$ cat src/logic/ucc_map.vh
// Purpose: address map, field layout, reset values and timing counts
//          of one serial line channel
// Assumes: 32-bit AHB-Lite register bus, one word per register
// Notes:   byte offsets are compared on haddr[7:0]
`ifndef UCC_MAP_VH
`define UCC_MAP_VH

// ----------------------------------------------------------------
// register byte offsets
// ----------------------------------------------------------------
`define UCC_OFS_CTRL 8'h00
`define UCC_OFS_DIV 8'h04
`define UCC_OFS_TXD 8'h08
`define UCC_OFS_RXD 8'h0C
`define UCC_OFS_STAT 8'h10

// ----------------------------------------------------------------
// control register fields
// ----------------------------------------------------------------
`define UCC_CTRL_LEN 1:0
`define UCC_CTRL_PAREN 2
`define UCC_CTRL_PARODD 3
`define UCC_CTRL_STOPL 4
`define UCC_CTRL_MODE 6:5
`define UCC_CTRL_DRV 7
`define UCC_CTRL_RST 8'h03
`define UCC_DIV_RST 16'h00F0

// ----------------------------------------------------------------
// status register fields
// ----------------------------------------------------------------
`define UCC_ST_TXEMPTY 0
`define UCC_ST_TXFULL 1
`define UCC_ST_RXEMPTY 2
`define UCC_ST_RXFULL 3
`define UCC_ST_TXBUSY 4
`define UCC_ST_RMTOFF 5
`define UCC_ST_CTS 6
`define UCC_ST_OVR 7
`define UCC_ST_LVL 14:8

// ----------------------------------------------------------------
// operating modes and flow control characters
// ----------------------------------------------------------------
`define UCC_MODE_PLAIN 2'h0
`define UCC_MODE_SWFC 2'h1
`define UCC_MODE_HWFC 2'h2
`define UCC_MODE_BUS 2'h3
`define UCC_XON 8'h11
`define UCC_XOFF 8'h13

// ----------------------------------------------------------------
// queue size, flow thresholds and clock rates
// ----------------------------------------------------------------
`define UCC_FIFO_DEPTH 64
`define UCC_FIFO_AW 6
`define UCC_RX_HIGH 7'h30
`define UCC_RX_LOW 7'h10
`define UCC_SYS_HZ 25'h17D7840
`define UCC_BASE_HZ 25'h0232800

`endif

$ cat src/logic/ucc_fifo.v
// Purpose: synchronous first-in first-out queue with valid/ready
// Assumes: one clock, push and pop may happen in the same cycle
// Notes:   head word is shown while outValid is high
`timescale 1ns/1ps
module ucc_fifo
#(
  parameter WIDTH = 9,
  parameter DEPTH = 64,
  parameter AW = 6
)
(
  input wire clk_sys,
  input wire rst_n,
  input wire inValid,
  input wire [WIDTH-1:0] inData,
  output wire inReady,
  output wire outValid,
  output wire [WIDTH-1:0] outData,
  input wire outReady,
  output wire [AW:0] level
);

  reg [WIDTH-1:0] mem [0:DEPTH-1]; // storage words
  reg [AW-1:0] wrPtr_ff; // next slot to write
  reg [AW-1:0] rdPtr_ff; // head slot
  reg [AW:0] count_ff; // words held
  wire doPush;
  wire doPop;

  localparam [AW:0] FULL = DEPTH; // fill count when full
  assign inReady = (count_ff != FULL);
  assign outValid = (count_ff != {(AW+1){1'b0}});
  assign outData = mem[rdPtr_ff];
  assign level = count_ff;
  assign doPush = inValid & inReady;
  assign doPop = outReady & outValid;

  // ----------------------------------------------------------------
  // storage write, no reset needed on data
  // ----------------------------------------------------------------
  always @(posedge clk_sys)
  begin
    if (doPush)
      mem[wrPtr_ff] <= inData;
  end

  // ----------------------------------------------------------------
  // pointers and fill count
  // ----------------------------------------------------------------
  always @(posedge clk_sys or negedge rst_n)
  begin
    if (!rst_n)
    begin
      wrPtr_ff <= {AW{1'b0}};
      rdPtr_ff <= {AW{1'b0}};
      count_ff <= {(AW+1){1'b0}};
    end
    else
    begin
      if (doPush)
        wrPtr_ff <= wrPtr_ff + 1'b1;
      if (doPop)
        rdPtr_ff <= rdPtr_ff + 1'b1;
      if (doPush && !doPop)
        count_ff <= count_ff + 1'b1;
      else if (doPop && !doPush)
        count_ff <= count_ff - 1'b1;
    end
  end

endmodule

$ cat src/logic/ucc_base_tick.v
// Purpose: one-cycle enable at the 2.304 MHz base rate
// Assumes: system clock at 25 MHz
// Notes:   fractional accumulator, average rate exact, jitter one cycle
`timescale 1ns/1ps
`include "ucc_map.vh"
module ucc_base_tick
(
  input wire clk_sys,
  input wire rst_n,
  output wire baseTick
);

  localparam [24:0] STEP = `UCC_BASE_HZ; // added each cycle
  localparam [24:0] WRAP = `UCC_SYS_HZ; // one base period
  reg [24:0] acc_ff; // phase accumulator
  reg tick_ff; // registered enable
  wire [24:0] sum;

  assign sum = acc_ff + STEP;
  assign baseTick = tick_ff;

  // ----------------------------------------------------------------
  // accumulate, pulse on each wrap
  // ----------------------------------------------------------------
  always @(posedge clk_sys or negedge rst_n)
  begin
    if (!rst_n)
    begin
      acc_ff <= 25'h0000000;
      tick_ff <= 1'b0;
    end
    else if (sum >= WRAP)
    begin
      acc_ff <= sum - WRAP;
      tick_ff <= 1'b1;
    end
    else
    begin
      acc_ff <= sum;
      tick_ff <= 1'b0;
    end
  end

endmodule

$ cat src/logic/ucc_channel.v
// Purpose: one asynchronous serial channel with AHB-Lite registers
// Assumes: 25 MHz clk_sys, rst_n async active low, word accesses only
// Notes:   a second channel is a second instance with its own registers
//
// Functional notes
// even, odd or no parity, checked
// payload five to eight bits
// stop 1, 1.5 or 2; five bits
// six to eight bits: one or two
// bit time from 2.304 MHz integer division
// divisor 16 bits, one to all ones
// rates up to 2.304 Mbaud; RS232 software-limited
// divisor is 2304000 over rate
// RS485 bus shared by many stations
// no flow control in RS485
// host selects drive or receive direction
// four modes: plain, Xon/Xoff, RTS/CTS, RS485
// hardware RTS/CTS, software Xon/Xoff characters
// separate 64-byte receive and transmit queues
// per-channel independent line parameters
// start low, LSB first, parity, stop high
// parity or stop error flagged with byte
`timescale 1ns/1ps
`include "ucc_map.vh"
module ucc_channel
(
  input wire clk_sys,
  input wire rst_n,
  input wire hsel,
  input wire [31:0] haddr,
  input wire [1:0] htrans,
  input wire hwrite,
  input wire [2:0] hsize,
  input wire [31:0] hwdata,
  input wire hready,
  output wire [31:0] hrdata,
  output wire hreadyout,
  output wire hresp,
  input wire rxdPin,
  input wire ctsPin,
  output wire txdPin,
  output wire rtsPin,
  output wire driveEnable
);

  // ----------------------------------------------------------------
  // states
  // ----------------------------------------------------------------
  localparam [2:0] ST_IDLE = 3'h0;
  localparam [2:0] ST_START = 3'h1;
  localparam [2:0] ST_DATA = 3'h2;
  localparam [2:0] ST_PAR = 3'h3;
  localparam [2:0] ST_STOP = 3'h4;

  // ----------------------------------------------------------------
  // declarations
  // ----------------------------------------------------------------
  reg [7:0] ctrl_ff; // line parameters and mode
  reg [15:0] div_ff; // baud divisor
  reg [31:0] hrdata_ff; // read data for the data phase
  reg dataWr_ff; // write data phase pending
  reg [7:0] dataAddr_ff; // offset of the pending write
  reg ovr_ff; // receive queue overflow, sticky
  reg [1:0] rxdSync_ff; // line input synchroniser
  reg [1:0] ctsSync_ff; // clear-to-send synchroniser
  reg rts_ff; // ready-to-receive output
  reg [2:0] txState_ff; // transmitter state
  reg [16:0] txCnt_ff; // base ticks in current bit
  reg [7:0] txShift_ff; // outgoing bits
  reg [2:0] txBit_ff; // payload bit index
  reg txPar_ff; // parity of outgoing char
  reg txLine_ff; // serial output level
  reg sentXoff_ff; // last flow char sent was stop
  reg rmtOff_ff; // partner asked us to stop
  reg [2:0] rxState_ff; // receiver state
  reg [16:0] rxCnt_ff; // base ticks in current bit
  reg [7:0] rxShift_ff; // incoming bits
  reg [2:0] rxBit_ff; // payload bit index
  reg rxParBit_ff; // received parity bit
  reg rxWr_ff; // push strobe into receive queue
  reg [8:0] rxWord_ff; // error flag and byte to push
  reg [31:0] nxt_rdMux; // read value chosen at address phase
  wire baseTick, addrPhase, txWrHit, txInReady, txOutValid, txPop;
  wire rxInReady, rxOutValid, rxPop, txEnd, rxEnd, txHold;
  wire wantXoff, sendCtl, rxEnable, rxIn, rxBad, rxFlowChar;
  wire [7:0] addrLow, lenMask, rxAligned;
  wire [8:0] txOutData, rxOutData;
  wire [6:0] txLevel, rxLevel;
  wire [1:0] mode, lenCode;
  wire [2:0] lastIdx;
  wire [15:0] divEff;
  wire [16:0] bitLen, halfLen, stopLen, txLimit, rxLimit;

  // ----------------------------------------------------------------
  // line parameter decode
  // ----------------------------------------------------------------
  assign mode = ctrl_ff[`UCC_CTRL_MODE];
  assign lenCode = ctrl_ff[`UCC_CTRL_LEN]; // 5..8 bits
  assign lastIdx = {1'b0, lenCode} + 3'h4;
  assign lenMask = 8'hFF >> (2'h3 - lenCode);
  // zero divisor acts as one
  assign divEff = (div_ff == 16'h0000) ? 16'h0001 : div_ff;
  assign bitLen = {1'b0, divEff}; // bit = divisor base ticks
  assign halfLen = (divEff[15:1] == 15'h0000) ? 17'h00001 : {2'h0, divEff[15:1]};
  // 1.5 stops only with five bits, else 2
  assign stopLen = !ctrl_ff[`UCC_CTRL_STOPL] ? bitLen :
                   (lenCode == 2'h0) ? (bitLen + halfLen) : {divEff, 1'b0};
  assign txLimit = (txState_ff == ST_STOP) ? stopLen : bitLen;
  assign rxLimit = (rxState_ff == ST_START) ? halfLen : bitLen;
  assign txEnd = baseTick && (txCnt_ff == txLimit - 17'h00001);
  assign rxEnd = baseTick && (rxCnt_ff == rxLimit - 17'h00001);

  // ----------------------------------------------------------------
  // base rate and queues
  // ----------------------------------------------------------------
  ucc_base_tick u_tick
  (
    .clk_sys(clk_sys),
    .rst_n(rst_n),
    .baseTick(baseTick)
  );

  // separate 64-entry queues each way
  ucc_fifo #(.WIDTH(9), .DEPTH(`UCC_FIFO_DEPTH), .AW(`UCC_FIFO_AW)) u_txq
  (
    .clk_sys(clk_sys),
    .rst_n(rst_n),
    .inValid(txWrHit),
    .inData({1'b0, hwdata[7:0]}),
    .inReady(txInReady),
    .outValid(txOutValid),
    .outData(txOutData),
    .outReady(txPop),
    .level(txLevel)
  );

  ucc_fifo #(.WIDTH(9), .DEPTH(`UCC_FIFO_DEPTH), .AW(`UCC_FIFO_AW)) u_rxq
  (
    .clk_sys(clk_sys),
    .rst_n(rst_n),
    .inValid(rxWr_ff),
    .inData(rxWord_ff),
    .inReady(rxInReady),
    .outValid(rxOutValid),
    .outData(rxOutData),
    .outReady(rxPop),
    .level(rxLevel)
  );

  // ----------------------------------------------------------------
  // AHB-Lite slave
  // ----------------------------------------------------------------
  assign addrPhase = hsel & htrans[1] & hready;
  assign addrLow = haddr[7:0];
  assign txWrHit = dataWr_ff && (dataAddr_ff == `UCC_OFS_TXD);
  // a write to a full transmit queue waits here
  assign hreadyout = !(txWrHit && !txInReady);
  assign hresp = 1'b0;
  assign hrdata = hrdata_ff;
  assign rxPop = addrPhase && !hwrite && (addrLow == `UCC_OFS_RXD);

  // read value, sampled at the address phase
  always @*
  begin
    nxt_rdMux = 32'h00000000;
    case (addrLow)
      `UCC_OFS_CTRL: nxt_rdMux = {24'h000000, ctrl_ff};
      `UCC_OFS_DIV: nxt_rdMux = {16'h0000, div_ff};
      // empty queue reads as all zero
      `UCC_OFS_RXD: nxt_rdMux = rxOutValid ? {22'h000000, 1'b1, rxOutData} : 32'h00000000;
      `UCC_OFS_STAT:
      begin
        nxt_rdMux[`UCC_ST_TXEMPTY] = !txOutValid;
        nxt_rdMux[`UCC_ST_TXFULL] = !txInReady;
        nxt_rdMux[`UCC_ST_RXEMPTY] = !rxOutValid;
        nxt_rdMux[`UCC_ST_RXFULL] = !rxInReady;
        nxt_rdMux[`UCC_ST_TXBUSY] = (txState_ff != ST_IDLE);
        nxt_rdMux[`UCC_ST_RMTOFF] = rmtOff_ff;
        nxt_rdMux[`UCC_ST_CTS] = ctsSync_ff[1];
        nxt_rdMux[`UCC_ST_OVR] = ovr_ff;
        nxt_rdMux[`UCC_ST_LVL] = rxLevel;
      end
      default: nxt_rdMux = 32'h00000000;
    endcase
  end

  // address capture, register writes, overflow flag
  always @(posedge clk_sys or negedge rst_n)
  begin
    if (!rst_n)
    begin
      dataWr_ff <= 1'b0;
      dataAddr_ff <= 8'h00;
      hrdata_ff <= 32'h00000000;
      ctrl_ff <= `UCC_CTRL_RST;
      div_ff <= `UCC_DIV_RST;
      ovr_ff <= 1'b0;
    end
    else
    begin
      if (hready)
      begin
        dataWr_ff <= addrPhase & hwrite;
        dataAddr_ff <= addrLow;
      end
      if (addrPhase && !hwrite)
        hrdata_ff <= nxt_rdMux;
      // own copy of line settings per channel
      if (dataWr_ff && dataAddr_ff == `UCC_OFS_CTRL)
        ctrl_ff <= hwdata[7:0];
      if (dataWr_ff && dataAddr_ff == `UCC_OFS_DIV)
        div_ff <= hwdata[15:0];
      // new overflow wins over write-one-to-clear
      if (rxWr_ff && !rxInReady)
        ovr_ff <= 1'b1;
      else if (dataWr_ff && dataAddr_ff == `UCC_OFS_STAT && hwdata[`UCC_ST_OVR])
        ovr_ff <= 1'b0;
    end
  end

  // ----------------------------------------------------------------
  // pin synchronisers and flow control outputs
  // ----------------------------------------------------------------
  assign rxIn = rxdSync_ff[1];
  assign txdPin = txLine_ff;
  assign rtsPin = rts_ff;
  // RS232 always drives; RS485 drives only when selected
  assign driveEnable = (mode != `UCC_MODE_BUS) || ctrl_ff[`UCC_CTRL_DRV];

  always @(posedge clk_sys or negedge rst_n)
  begin
    if (!rst_n)
    begin
      rxdSync_ff <= 2'h3;
      ctsSync_ff <= 2'h0;
      rts_ff <= 1'b1;
    end
    else
    begin
      rxdSync_ff <= {rxdSync_ff[0], rxdPin};
      ctsSync_ff <= {ctsSync_ff[0], ctsPin};
      // ready to receive until the queue reaches the high mark
      rts_ff <= (mode != `UCC_MODE_HWFC) || (rxLevel < `UCC_RX_HIGH);
    end
  end

  // ----------------------------------------------------------------
  // transmitter
  // ----------------------------------------------------------------
  // stall reasons per mode; RS485 ignores flow control
  assign txHold = (mode == `UCC_MODE_SWFC) ? rmtOff_ff :
                  (mode == `UCC_MODE_HWFC) ? !ctsSync_ff[1] :
                  (mode == `UCC_MODE_BUS) ? !ctrl_ff[`UCC_CTRL_DRV] : 1'b0;
  // stop/resume partner with flow characters
  assign wantXoff = (rxLevel >= `UCC_RX_HIGH) ? 1'b1 :
                    (rxLevel <= `UCC_RX_LOW) ? 1'b0 : sentXoff_ff;
  assign sendCtl = (mode == `UCC_MODE_SWFC) && (wantXoff != sentXoff_ff);
  // start only on a base tick, so the start bit is a whole bit long
  assign txPop = (txState_ff == ST_IDLE) && !sendCtl && txOutValid && !txHold && baseTick;

  always @(posedge clk_sys or negedge rst_n)
  begin
    if (!rst_n)
    begin
      txState_ff <= ST_IDLE;
      txCnt_ff <= 17'h00000;
      txShift_ff <= 8'h00;
      txBit_ff <= 3'h0;
      txPar_ff <= 1'b0;
      txLine_ff <= 1'b1;
      sentXoff_ff <= 1'b0;
    end
    else
    begin
      if (mode != `UCC_MODE_SWFC)
        sentXoff_ff <= 1'b0;
      // bit timer runs on base ticks while a char is out
      if (txState_ff != ST_IDLE && baseTick)
        txCnt_ff <= txEnd ? 17'h00000 : txCnt_ff + 17'h00001;
      case (txState_ff)
        ST_IDLE:
        begin
          txLine_ff <= 1'b1; // idle high
          txCnt_ff <= 17'h00000;
          txBit_ff <= 3'h0;
          if (sendCtl && baseTick)
          begin
            txShift_ff <= wantXoff ? `UCC_XOFF : `UCC_XON;
            txPar_ff <= ^((wantXoff ? `UCC_XOFF : `UCC_XON) & lenMask)
                        ^ ctrl_ff[`UCC_CTRL_PARODD];
            sentXoff_ff <= wantXoff;
            txLine_ff <= 1'b0;
            txState_ff <= ST_START;
          end
          else if (txPop)
          begin
            txShift_ff <= txOutData[7:0];
            // even or odd parity over the payload
            txPar_ff <= ^(txOutData[7:0] & lenMask) ^ ctrl_ff[`UCC_CTRL_PARODD];
            txLine_ff <= 1'b0; // start bit low
            txState_ff <= ST_START;
          end
        end
        ST_START:
        begin
          if (txEnd)
          begin
            txLine_ff <= txShift_ff[0]; // LSB first
            txState_ff <= ST_DATA;
          end
        end
        ST_DATA:
        begin
          if (txEnd && txBit_ff == lastIdx)
          begin
            txLine_ff <= ctrl_ff[`UCC_CTRL_PAREN] ? txPar_ff : 1'b1;
            txState_ff <= ctrl_ff[`UCC_CTRL_PAREN] ? ST_PAR : ST_STOP;
          end
          else if (txEnd)
          begin
            txLine_ff <= txShift_ff[1];
            txShift_ff <= {1'b0, txShift_ff[7:1]};
            txBit_ff <= txBit_ff + 3'h1;
          end
        end
        ST_PAR:
        begin
          if (txEnd)
          begin
            txLine_ff <= 1'b1;
            txState_ff <= ST_STOP;
          end
        end
        ST_STOP:
        begin
          if (txEnd)
            txState_ff <= ST_IDLE; // stop length from stopLen
        end
        default: txState_ff <= ST_IDLE;
      endcase
    end
  end

  // ----------------------------------------------------------------
  // receiver
  // ----------------------------------------------------------------
  // listen only while not driving the shared bus
  assign rxEnable = !((mode == `UCC_MODE_BUS) && ctrl_ff[`UCC_CTRL_DRV]);
  assign rxAligned = (rxShift_ff >> (2'h3 - lenCode)) & lenMask;
  // parity mismatch or low stop bit marks the char
  assign rxBad = (ctrl_ff[`UCC_CTRL_PAREN] &&
                  (rxParBit_ff != (^rxAligned ^ ctrl_ff[`UCC_CTRL_PARODD])))
                 || !rxIn;
  assign rxFlowChar = (mode == `UCC_MODE_SWFC) && !rxBad &&
                      (rxAligned == `UCC_XON || rxAligned == `UCC_XOFF);

  always @(posedge clk_sys or negedge rst_n)
  begin
    if (!rst_n)
    begin
      rxState_ff <= ST_IDLE;
      rxCnt_ff <= 17'h00000;
      rxShift_ff <= 8'h00;
      rxBit_ff <= 3'h0;
      rxParBit_ff <= 1'b0;
      rxWr_ff <= 1'b0;
      rxWord_ff <= 9'h000;
      rmtOff_ff <= 1'b0;
    end
    else
    begin
      rxWr_ff <= 1'b0;
      if (mode != `UCC_MODE_SWFC)
        rmtOff_ff <= 1'b0;
      if (rxState_ff != ST_IDLE && baseTick)
        rxCnt_ff <= rxEnd ? 17'h00000 : rxCnt_ff + 17'h00001;
      case (rxState_ff)
        ST_IDLE:
        begin
          rxCnt_ff <= 17'h00000;
          rxBit_ff <= 3'h0;
          if (rxEnable && !rxIn)
            rxState_ff <= ST_START; // falling edge opens a frame
        end
        ST_START:
        begin
          if (rxEnd)
            rxState_ff <= rxIn ? ST_IDLE : ST_DATA; // mid-bit check drops glitches
        end
        ST_DATA:
        begin
          if (rxEnd)
          begin
            rxShift_ff <= {rxIn, rxShift_ff[7:1]};
            rxBit_ff <= rxBit_ff + 3'h1;
            if (rxBit_ff == lastIdx)
              rxState_ff <= ctrl_ff[`UCC_CTRL_PAREN] ? ST_PAR : ST_STOP;
          end
        end
        ST_PAR:
        begin
          if (rxEnd)
          begin
            rxParBit_ff <= rxIn;
            rxState_ff <= ST_STOP;
          end
        end
        ST_STOP:
        begin
          if (rxEnd)
          begin
            rxState_ff <= ST_IDLE;
            if (rxFlowChar)
              rmtOff_ff <= (rxAligned == `UCC_XOFF);
            else
            begin
              rxWr_ff <= 1'b1;
              rxWord_ff <= {rxBad, rxAligned};
            end
          end
        end
        default: rxState_ff <= ST_IDLE;
      endcase
    end
  end

endmodule

$ cat config.mk
export PLATFORM = sky130hd
export DESIGN_NAME = ucc_channel
export DESIGN_NICKNAME = d
export VERILOG_FILES = /design/src/logic/ucc_fifo.v /design/src/logic/ucc_base_tick.v /design/src/logic/ucc_channel.v
export VERILOG_INCLUDE_DIRS = /design/src /design/src/logic
export SDC_FILE = /design/constraint.sdc
export NUM_CORES = 2
export LEC_CHECK = 0
export ABC_AREA = 1
export CAP_MARGIN = 25
export CELL_PAD_IN_SITES_DETAIL_PLACEMENT = 0
export CELL_PAD_IN_SITES_GLOBAL_PLACEMENT = 1
export CORE_UTILIZATION = 38
export CTS_BUF_LIST = sky130_fd_sc_hd__clkbuf_8
export DETAILED_ROUTE_END_ITERATION = 8
export DONT_BUFFER_PORTS = 1
export PLACE_DENSITY = 0.64
export REMOVE_ABC_BUFFERS = 1
export SLEW_MARGIN = 25
export SYNTH_ARGS = -nofsm -noshare
export SYNTH_HDL_FRONTEND = slang
export SYNTH_HIERARCHICAL = 1
export SYNTH_SLANG_ARGS = --single-unit
$ cat constraint.sdc
create_clock -name clk_sys -period 5.5 [get_ports clk_sys]
set_input_delay 0.55 -clock clk_sys [delete_from_list [all_inputs] [get_ports clk_sys]]
set_output_delay 0.55 -clock clk_sys [all_outputs]
set_load 0.05 [all_outputs]
=== Word level (Yosys, flattened, before mapping) ===
Memories as Yosys holds them, arrays and structs flattened.
Index checks and enable logic that the tools add are counted.

* Bits in registers: 212
* Bits in writable memories: 1088
* Input bits: 76
* Logic and storage cells: 279
* Memories kept: 2

* $add $sub $neg: 19
* Order comparisons: 4
* Eq/ne operators: 44
* Shift-type cells: 2
* Muxes and demuxes: 79
* Bitwise gates (word level): 14
* Reduce and logical (&&, ||, !) cells: 83

{| class="wikitable"
|+ Memories
! memory !! words !! bits a word !! read ports !! clocked after memory_dff !! write ports !! RTL line !! source
|-
| u_rxq.mem || 64 || 9 || 1 || 0 || 1 || ucc_fifo.v:23 || <nowiki>reg [WIDTH-1:0] mem [0:DEPTH-1];</nowiki>
|-
| u_txq.mem || 64 || 8 || 1 || 0 || 1 || ucc_fifo.v:23 ||
|}

{| class="wikitable"
|+ Operators by type and width
! kind !! count
|-
| 17-bit 2-to-1 mux || 9
|-
| 15-bit case mux with 4 select lines || 1
|-
| 3-bit 2-to-1 mux || 16
|-
| 17-bit by 1-bit adder with 17-bit output (second input constant) || 2
|-
| 17-bit == test || 2
|-
| 8-bit by 5-bit == test with 1-bit output (second input constant) || 4
|-
| 16-bit 2-to-1 mux || 2
|-
| 8-bit 2-to-1 mux || 4
|-
| 1-bit 2-to-1 mux || 31
|-
| 3-bit case mux with 5 select lines || 2
|-
| 1-bit logical AND || 29
|-
| 7-bit 2-to-1 mux || 4
|-
| 2-bit inequality test (second input constant) || 14
|-
| 25-bit by 22-bit adder with 25-bit output (second input constant) || 1
|-
| 25-bit greater-or-equal comparator (second input constant) || 1
|-
| 25-bit 2-to-1 mux || 1
|-
| 25-bit subtractor (second input constant) || 1
|-
| 6-bit by 1-bit adder with 6-bit output (second input constant) || 4
|-
| 8-bit parity || 3
|-
| 16-bit by 15-bit adder with 17-bit output || 1
|-
| 1-bit logical NOT || 17
|-
| 16-bit by 1-bit subtractor with 17-bit output (second input constant) || 1
|-
| 17-bit by 1-bit subtractor with 17-bit output (second input constant) || 1
|-
| 8-bit bitwise AND || 2
|-
| other kinds (49) || 92
|}

=== Logic depth before layout (Yosys ltp) ===
* Depth in word-level cells: 14
* Gate-level depth with buffers: 36

=== Hierarchy ===
The synthesis kept the hierarchy.

{| class="wikitable"
|+ By module, submodules not included
! module !! times used !! cells an instance !! area an instance (sq um) !! seq. area each (sq um)
|-
| ucc_fifo at u_txq || 1 || 2340 || 25249.2 || 17772.0
|-
| ucc_fifo at u_rxq || 1 || 2340 || 25235.5 || 17772.0
|-
| ucc_channel || 1 || 1493 || 10018.4 || 3315.7
|-
| ucc_base_tick || 1 || 249 || 1761.7 || 500.5
|}

=== Worst setup path after synthesis ===
No wires, ideal clock.

* Path type: register to register
* Start point: reg div_ff[1]
* End point: reg txCnt_ff[10]
* Data arrival time: 3.754 ns
* Setup slack: 1.614 ns
* Stages on the path, launching flop included: 27
* Buffers on the path: 1
* Clock period less this slack: 3.886 ns
* Cells stage by stage: dfrtp_1 > inv_1 > ha_1 > nand4_1 > nand2_1 > ha_1 > inv_1 > fa_1 > a21oi_1 > a21oi_1 > ha_1 > nand3_1 > inv_1 > nand3_1 > nor2_1 > nand2_1 > nor2_2 > nand2_1 > inv_1 > nand3_1 > nand2_1 > nand2_1 > nor2_2 > nand2_2 > nand3_1 > buf_2 > o22ai_1

* Longest elaborated chain between the ends: 14

{| class="wikitable"
|+ Ends and longest elaborated chain
! element !! RTL line !! source
|-
| start, declared || ucc_channel.v:59 || <nowiki>reg [15:0] div_ff;</nowiki>
|-
| start signal, assigned || ucc_channel.v:196 || <nowiki>div_ff <= `UCC_DIV_RST;</nowiki>
|-
| start signal, assigned || ucc_channel.v:212 || <nowiki>div_ff <= hwdata[15:0];</nowiki>
|-
| 16-bit logical NOT || ucc_channel.v:102 || <nowiki>assign divEff = (div_ff == 16'h0000) ? 16'h0001 : div_ff;</nowiki>
|-
| 16-bit 2-to-1 mux (*) || ucc_channel.v:102 ||
|-
| 15-bit logical NOT || ucc_channel.v:104 || <nowiki>assign halfLen = (divEff[15:1] == 15'h0000) ? 17'h00001 : {2'h0, divEff[15:1]};</nowiki>
|-
| 15-bit 2-to-1 mux || ucc_channel.v:104 ||
|-
| 16-bit by 15-bit adder with 17-bit output || ucc_channel.v:107 || <nowiki>(lenCode == 2'h0) ? (bitLen + halfLen) : {divEff, 1'b0};</nowiki>
|-
| 17-bit 2-to-1 mux || ucc_channel.v:107 ||
|-
| 17-bit 2-to-1 mux || ucc_channel.v:106 || <nowiki>assign stopLen = !ctrl_ff[`UCC_CTRL_STOPL] ? bitLen :</nowiki>
|-
| 17-bit 2-to-1 mux (*) || ucc_channel.v:108 || <nowiki>assign txLimit = (txState_ff == ST_STOP) ? stopLen : bitLen;</nowiki>
|-
| 17-bit by 1-bit subtractor with 17-bit output (*) || ucc_channel.v:110 || <nowiki>assign txEnd = baseTick && (txCnt_ff == txLimit - 17'h00001);</nowiki>
|-
| 17-bit == test (*) || ucc_channel.v:110 ||
|-
| 1-bit logical AND (*) || ucc_channel.v:110 ||
|-
| 17-bit 2-to-1 mux (*) || ucc_channel.v:279 || <nowiki>txCnt_ff <= txEnd ? 17'h00000 : txCnt_ff + 17'h00001;</nowiki>
|-
| 17-bit 2-to-1 mux (*) || ucc_channel.v:278 || <nowiki>if (txState_ff != ST_IDLE && baseTick)</nowiki>
|-
| 17-bit 2-to-1 mux (*) || ucc_channel.v:280 || <nowiki>case (txState_ff)</nowiki>
|-
| end signal, assigned || ucc_channel.v:279 ||
|-
| end, declared || ucc_channel.v:68 || <nowiki>reg [16:0] txCnt_ff;</nowiki>
|}

Every way passes the cells marked *; elsewhere a longest branch is shown, timed or not. The select of a mux whose other input is x is not followed.
A chain may end at the register's enable or synchronous reset.

=== Worst setup path after layout ===
* Start point: reg div_ff[8]
* End point: reg txShift_ff[3]

* Longest elaborated chain between the ends: 14
* Elaborated cells between the ends (all ways): 15
* Classes of those cells: add/sub: 2; eq/ne: 3; mux: 5; reduce/logical: 5

{| class="wikitable"
|+ Ends and longest elaborated chain
! element !! RTL line !! source
|-
| 16-bit logical NOT || ucc_channel.v:102 ||
|-
| 16-bit 2-to-1 mux (*) || ucc_channel.v:102 ||
|-
| 15-bit logical NOT || ucc_channel.v:104 ||
|-
| 15-bit 2-to-1 mux || ucc_channel.v:104 ||
|-
| 16-bit by 15-bit adder with 17-bit output || ucc_channel.v:107 ||
|-
| 17-bit 2-to-1 mux || ucc_channel.v:107 ||
|-
| 17-bit 2-to-1 mux || ucc_channel.v:106 ||
|-
| 17-bit 2-to-1 mux (*) || ucc_channel.v:108 ||
|-
| 17-bit by 1-bit subtractor with 17-bit output (*) || ucc_channel.v:110 ||
|-
| 17-bit == test (*) || ucc_channel.v:110 ||
|-
| 1-bit logical AND (*) || ucc_channel.v:110 ||
|-
| 1-bit logical AND || ucc_channel.v:314 || <nowiki>if (txEnd && txBit_ff == lastIdx)</nowiki>
|-
| 2-bit inequality test (no line) || -- ||
|-
| 4-bit AND reduction (no line) (*) || -- ||
|-
| end signal, assigned || ucc_channel.v:288 || <nowiki>txShift_ff <= wantXoff ? `UCC_XOFF : `UCC_XON;</nowiki>
|-
| end signal, assigned || ucc_channel.v:297 || <nowiki>txShift_ff <= txOutData[7:0];</nowiki>
|-
| end signal, assigned || ucc_channel.v:322 || <nowiki>txShift_ff <= {1'b0, txShift_ff[7:1]};</nowiki>
|-
| end, declared || ucc_channel.v:69 || <nowiki>reg [7:0] txShift_ff;</nowiki>
|}

Every way passes the cells marked *; elsewhere a longest branch is shown, timed or not.

==> summary.md <==
| Metric | Value |
|---|---|
| Status | completed |
| Antenna-violating nets left | 0 |
| Rel. slew slack | 30.2% |
| Final Util | 42.7% |
| Final hold vios | 0 |
| Post-CTS setup buffers | 0 |
| Die Span Y | between 300 and 400 um |
| Hold wc startpoint | haddr[4] |
| Final Non-Filler Cells | approximately 8500 |
| CP Launch Type | flip-flop |
| Mapped cell area | 0.0597 mm^2 |
| Max Freq | 203 MHz |
| Layout fillers | 15300 |
| IO Pins | 113 |
| Avg Cell Area, Syn | 9.63 um^2 |
| RePlAce Congestion | 0.852 |
| Initial antenna violation count | 2 |
| Hold slack | about 0.12 ns |
| Core Region | 0.156 mm^2 |
| RSZ-0062 raised after global routing | false |
| Cell family with most CP delay | simple AND/OR/NAND/NOR gates |
| Clk root buf | clkbuf_8 |
| Area after DPL | 0.0619 mm^2 |
| Die width | 398 um |
| Global-route wire length before repair | approximately 250 mm |
| Multi-input gate area | 0.0184 mm^2 |
| Fraction of layout cells with a size suffix above 1 | 8.35% |
| Worst-Margin Slew | 1.04 ns |
| Number of setup violations in the final report | 0 |
| P&R area growth vs syn | 11.7% |
| Post-Route WL | about 170 mm |
| Max_cap viols | 0 |
| Most frequent cells in the layout | 2020 x nand2_1, 1088 x edfxtp_1, 751 x nand3_1, 708 x inv_1, 439 x nor2_1 |
| Final net count | 6419 |
| Largest net degree at the start of global routing | 191 |
| Max-slew violations | 0 |
| Starting density of the core | 38.3% |
| CP peak stage delay | 0.49 ns |
| Crit path top cell by count | nand2_1 |
| Reg-to-reg setup timing slack | 0.58 ns |
| Pre-CTS WS | ~0.59 ns |
| Crit end category | flip-flop |
| LEAKAGE | about 27 nW |
| Worst Path Arrival | 5.71 ns |
| GRT Total Usage | 20.9% |
| DR vias/cell | 4.95 |
| Worst Skew | 0.0884 ns |
| Maximum vdd drop | around 0.00023 V |
| Inserted Clock Buffers | approximately 220 |
| Pre-Repair DR Iteration Count | 6 |
| Row count | 145 |
| Critical path's slowest cell | dfrtp_1 |
| Drt wl/cell | 19.5 um |
| Worst-Skew Late Latency | 0.98 ns |
| Post-synthesis instance total | 6199 |
| PnR worst setup slack | 0.582 ns |
| Hold EP | u_rxq/rdPtr_ff[5] |
| Worst path bufs/invs | 3 |
| Clk slew on worst S/H paths | about 0.060 ns |
| Hold WC Path Type | in -> reg |
| Crit path time final | 4.92 ns |
| Port bufs | 0 |
| Placed insts | 8087 |
| Fin crit share | between 80 and 90% |
| CTS Buffer Depth | 3 |
| CTS Sinks | 1278 |
| Critical path class | reg -> reg |
| FF-to-FF Start | div_ff[8] |
| DRC | 0 |
| Most common cell after layout, fill and taps aside | nand2_1 |
| Register area | 0.0375 mm^2 |
| DRC marker count from the first detailed-route iteration | 3005 |
| Overflow after GRT | 0 |
| Die area | 0.159 mm^2 |
| Yosys warns | 6 |
| Fin area | 0.0667 mm^2 |
| CTS tree | done |
| Vias in the first global route | 40900 |
| Hold depth | 5 |
| Pwr dens | roughly 330 mW/mm^2 |
| Reg-to-Reg End | txShift_ff[3] |
| Max FO, Critical Path | 12 |
| Worst R2R Path Depth | 30 |
| H-tree lvl count | 4 |
| DP HPWL | roughly 99 mm |
| CP Data Required Time | 6.29 ns |
| Total number of vias | 42300 |
## report_power, final
part / leakage (nW) / switching (mW) / internal [mW]
sequential: 11.0 / 0.171 / 10.6
combinational: 13.5 / 2.28 / 0.930
clock: 2.44 / 3.98 / 4.11
total: 26.9 / 6.43 / 15.6
## sequential cells by signal, summed over array words and instances (netlist names), 9 cells and up
| signal | count |
|---|---|
| u_rxq/mem | 576 |
| u_txq/mem | 512 |
| u_tick/acc_ff | 19 |
| rxCnt_ff | 17 |
| txCnt_ff | 17 |
| div_ff | 16 |
| hrdata | 16 |
| rxWord_ff | 9 |
## worst max-delay path by stage
stage                            from             to  slack, ns  depth (start not counted)
finish                      div_ff[8]  txShift_ff[3]       0.58                         30
global route                div_ff[8]  txShift_ff[3]       0.02                         30
CTS                         div_ff[8]  txShift_ff[3]       0.46                         30
detailed placement          div_ff[8]  txShift_ff[3]       0.59                         30
global placement            div_ff[8]  txShift_ff[0]       0.55                         30
floorplan           u_rxq/rdPtr_ff[0]      hrdata[1]      -5.38                         13
## through the flow
step	setup TNS, ns	power [mW]
after floorplan	-96.65	13.1
after global placement	0	14.0
after detailed placement	0	14.0
after CTS	0	22.3
after global routing	0	23.1
final	0	22.0
## routing by layer
layer | GRT usage, % | part of all wire, % | wire length (um)
met4 | 5.69 | 2.2 | 3700
met5 | 0 | 0 | 0
met2 | 33.7 | 47 | 77800
met1 | 29.2 | 47 | 78000
met3 | 3.25 | 4.2 | 7030
## final cells by class
type	instances	area share, %
Clock inverter	178	1.44
Sequential cell	1278	56.2
Multi-Input combinational cell	3985	27.6
Antenna cell	1	0.00375
Timing Repair Buffer	170	2.54
Clock buffer	229	4.73
Tap cell	2058	3.86
Inverter	638	3.62
## tightest hold or removal path: cells and delay by family
kind / cells / cell delay, ns
simple gates: 5 / 0.45
## timing repair
action | in CTS | in global routing
endpoints found under the setup margin | 0 | 8
gates resized for setup | 0 | 2
hold endpoints to repair | 747 | 0
hold buffers | 40 | 0
(Power assumes the default switching activity.)
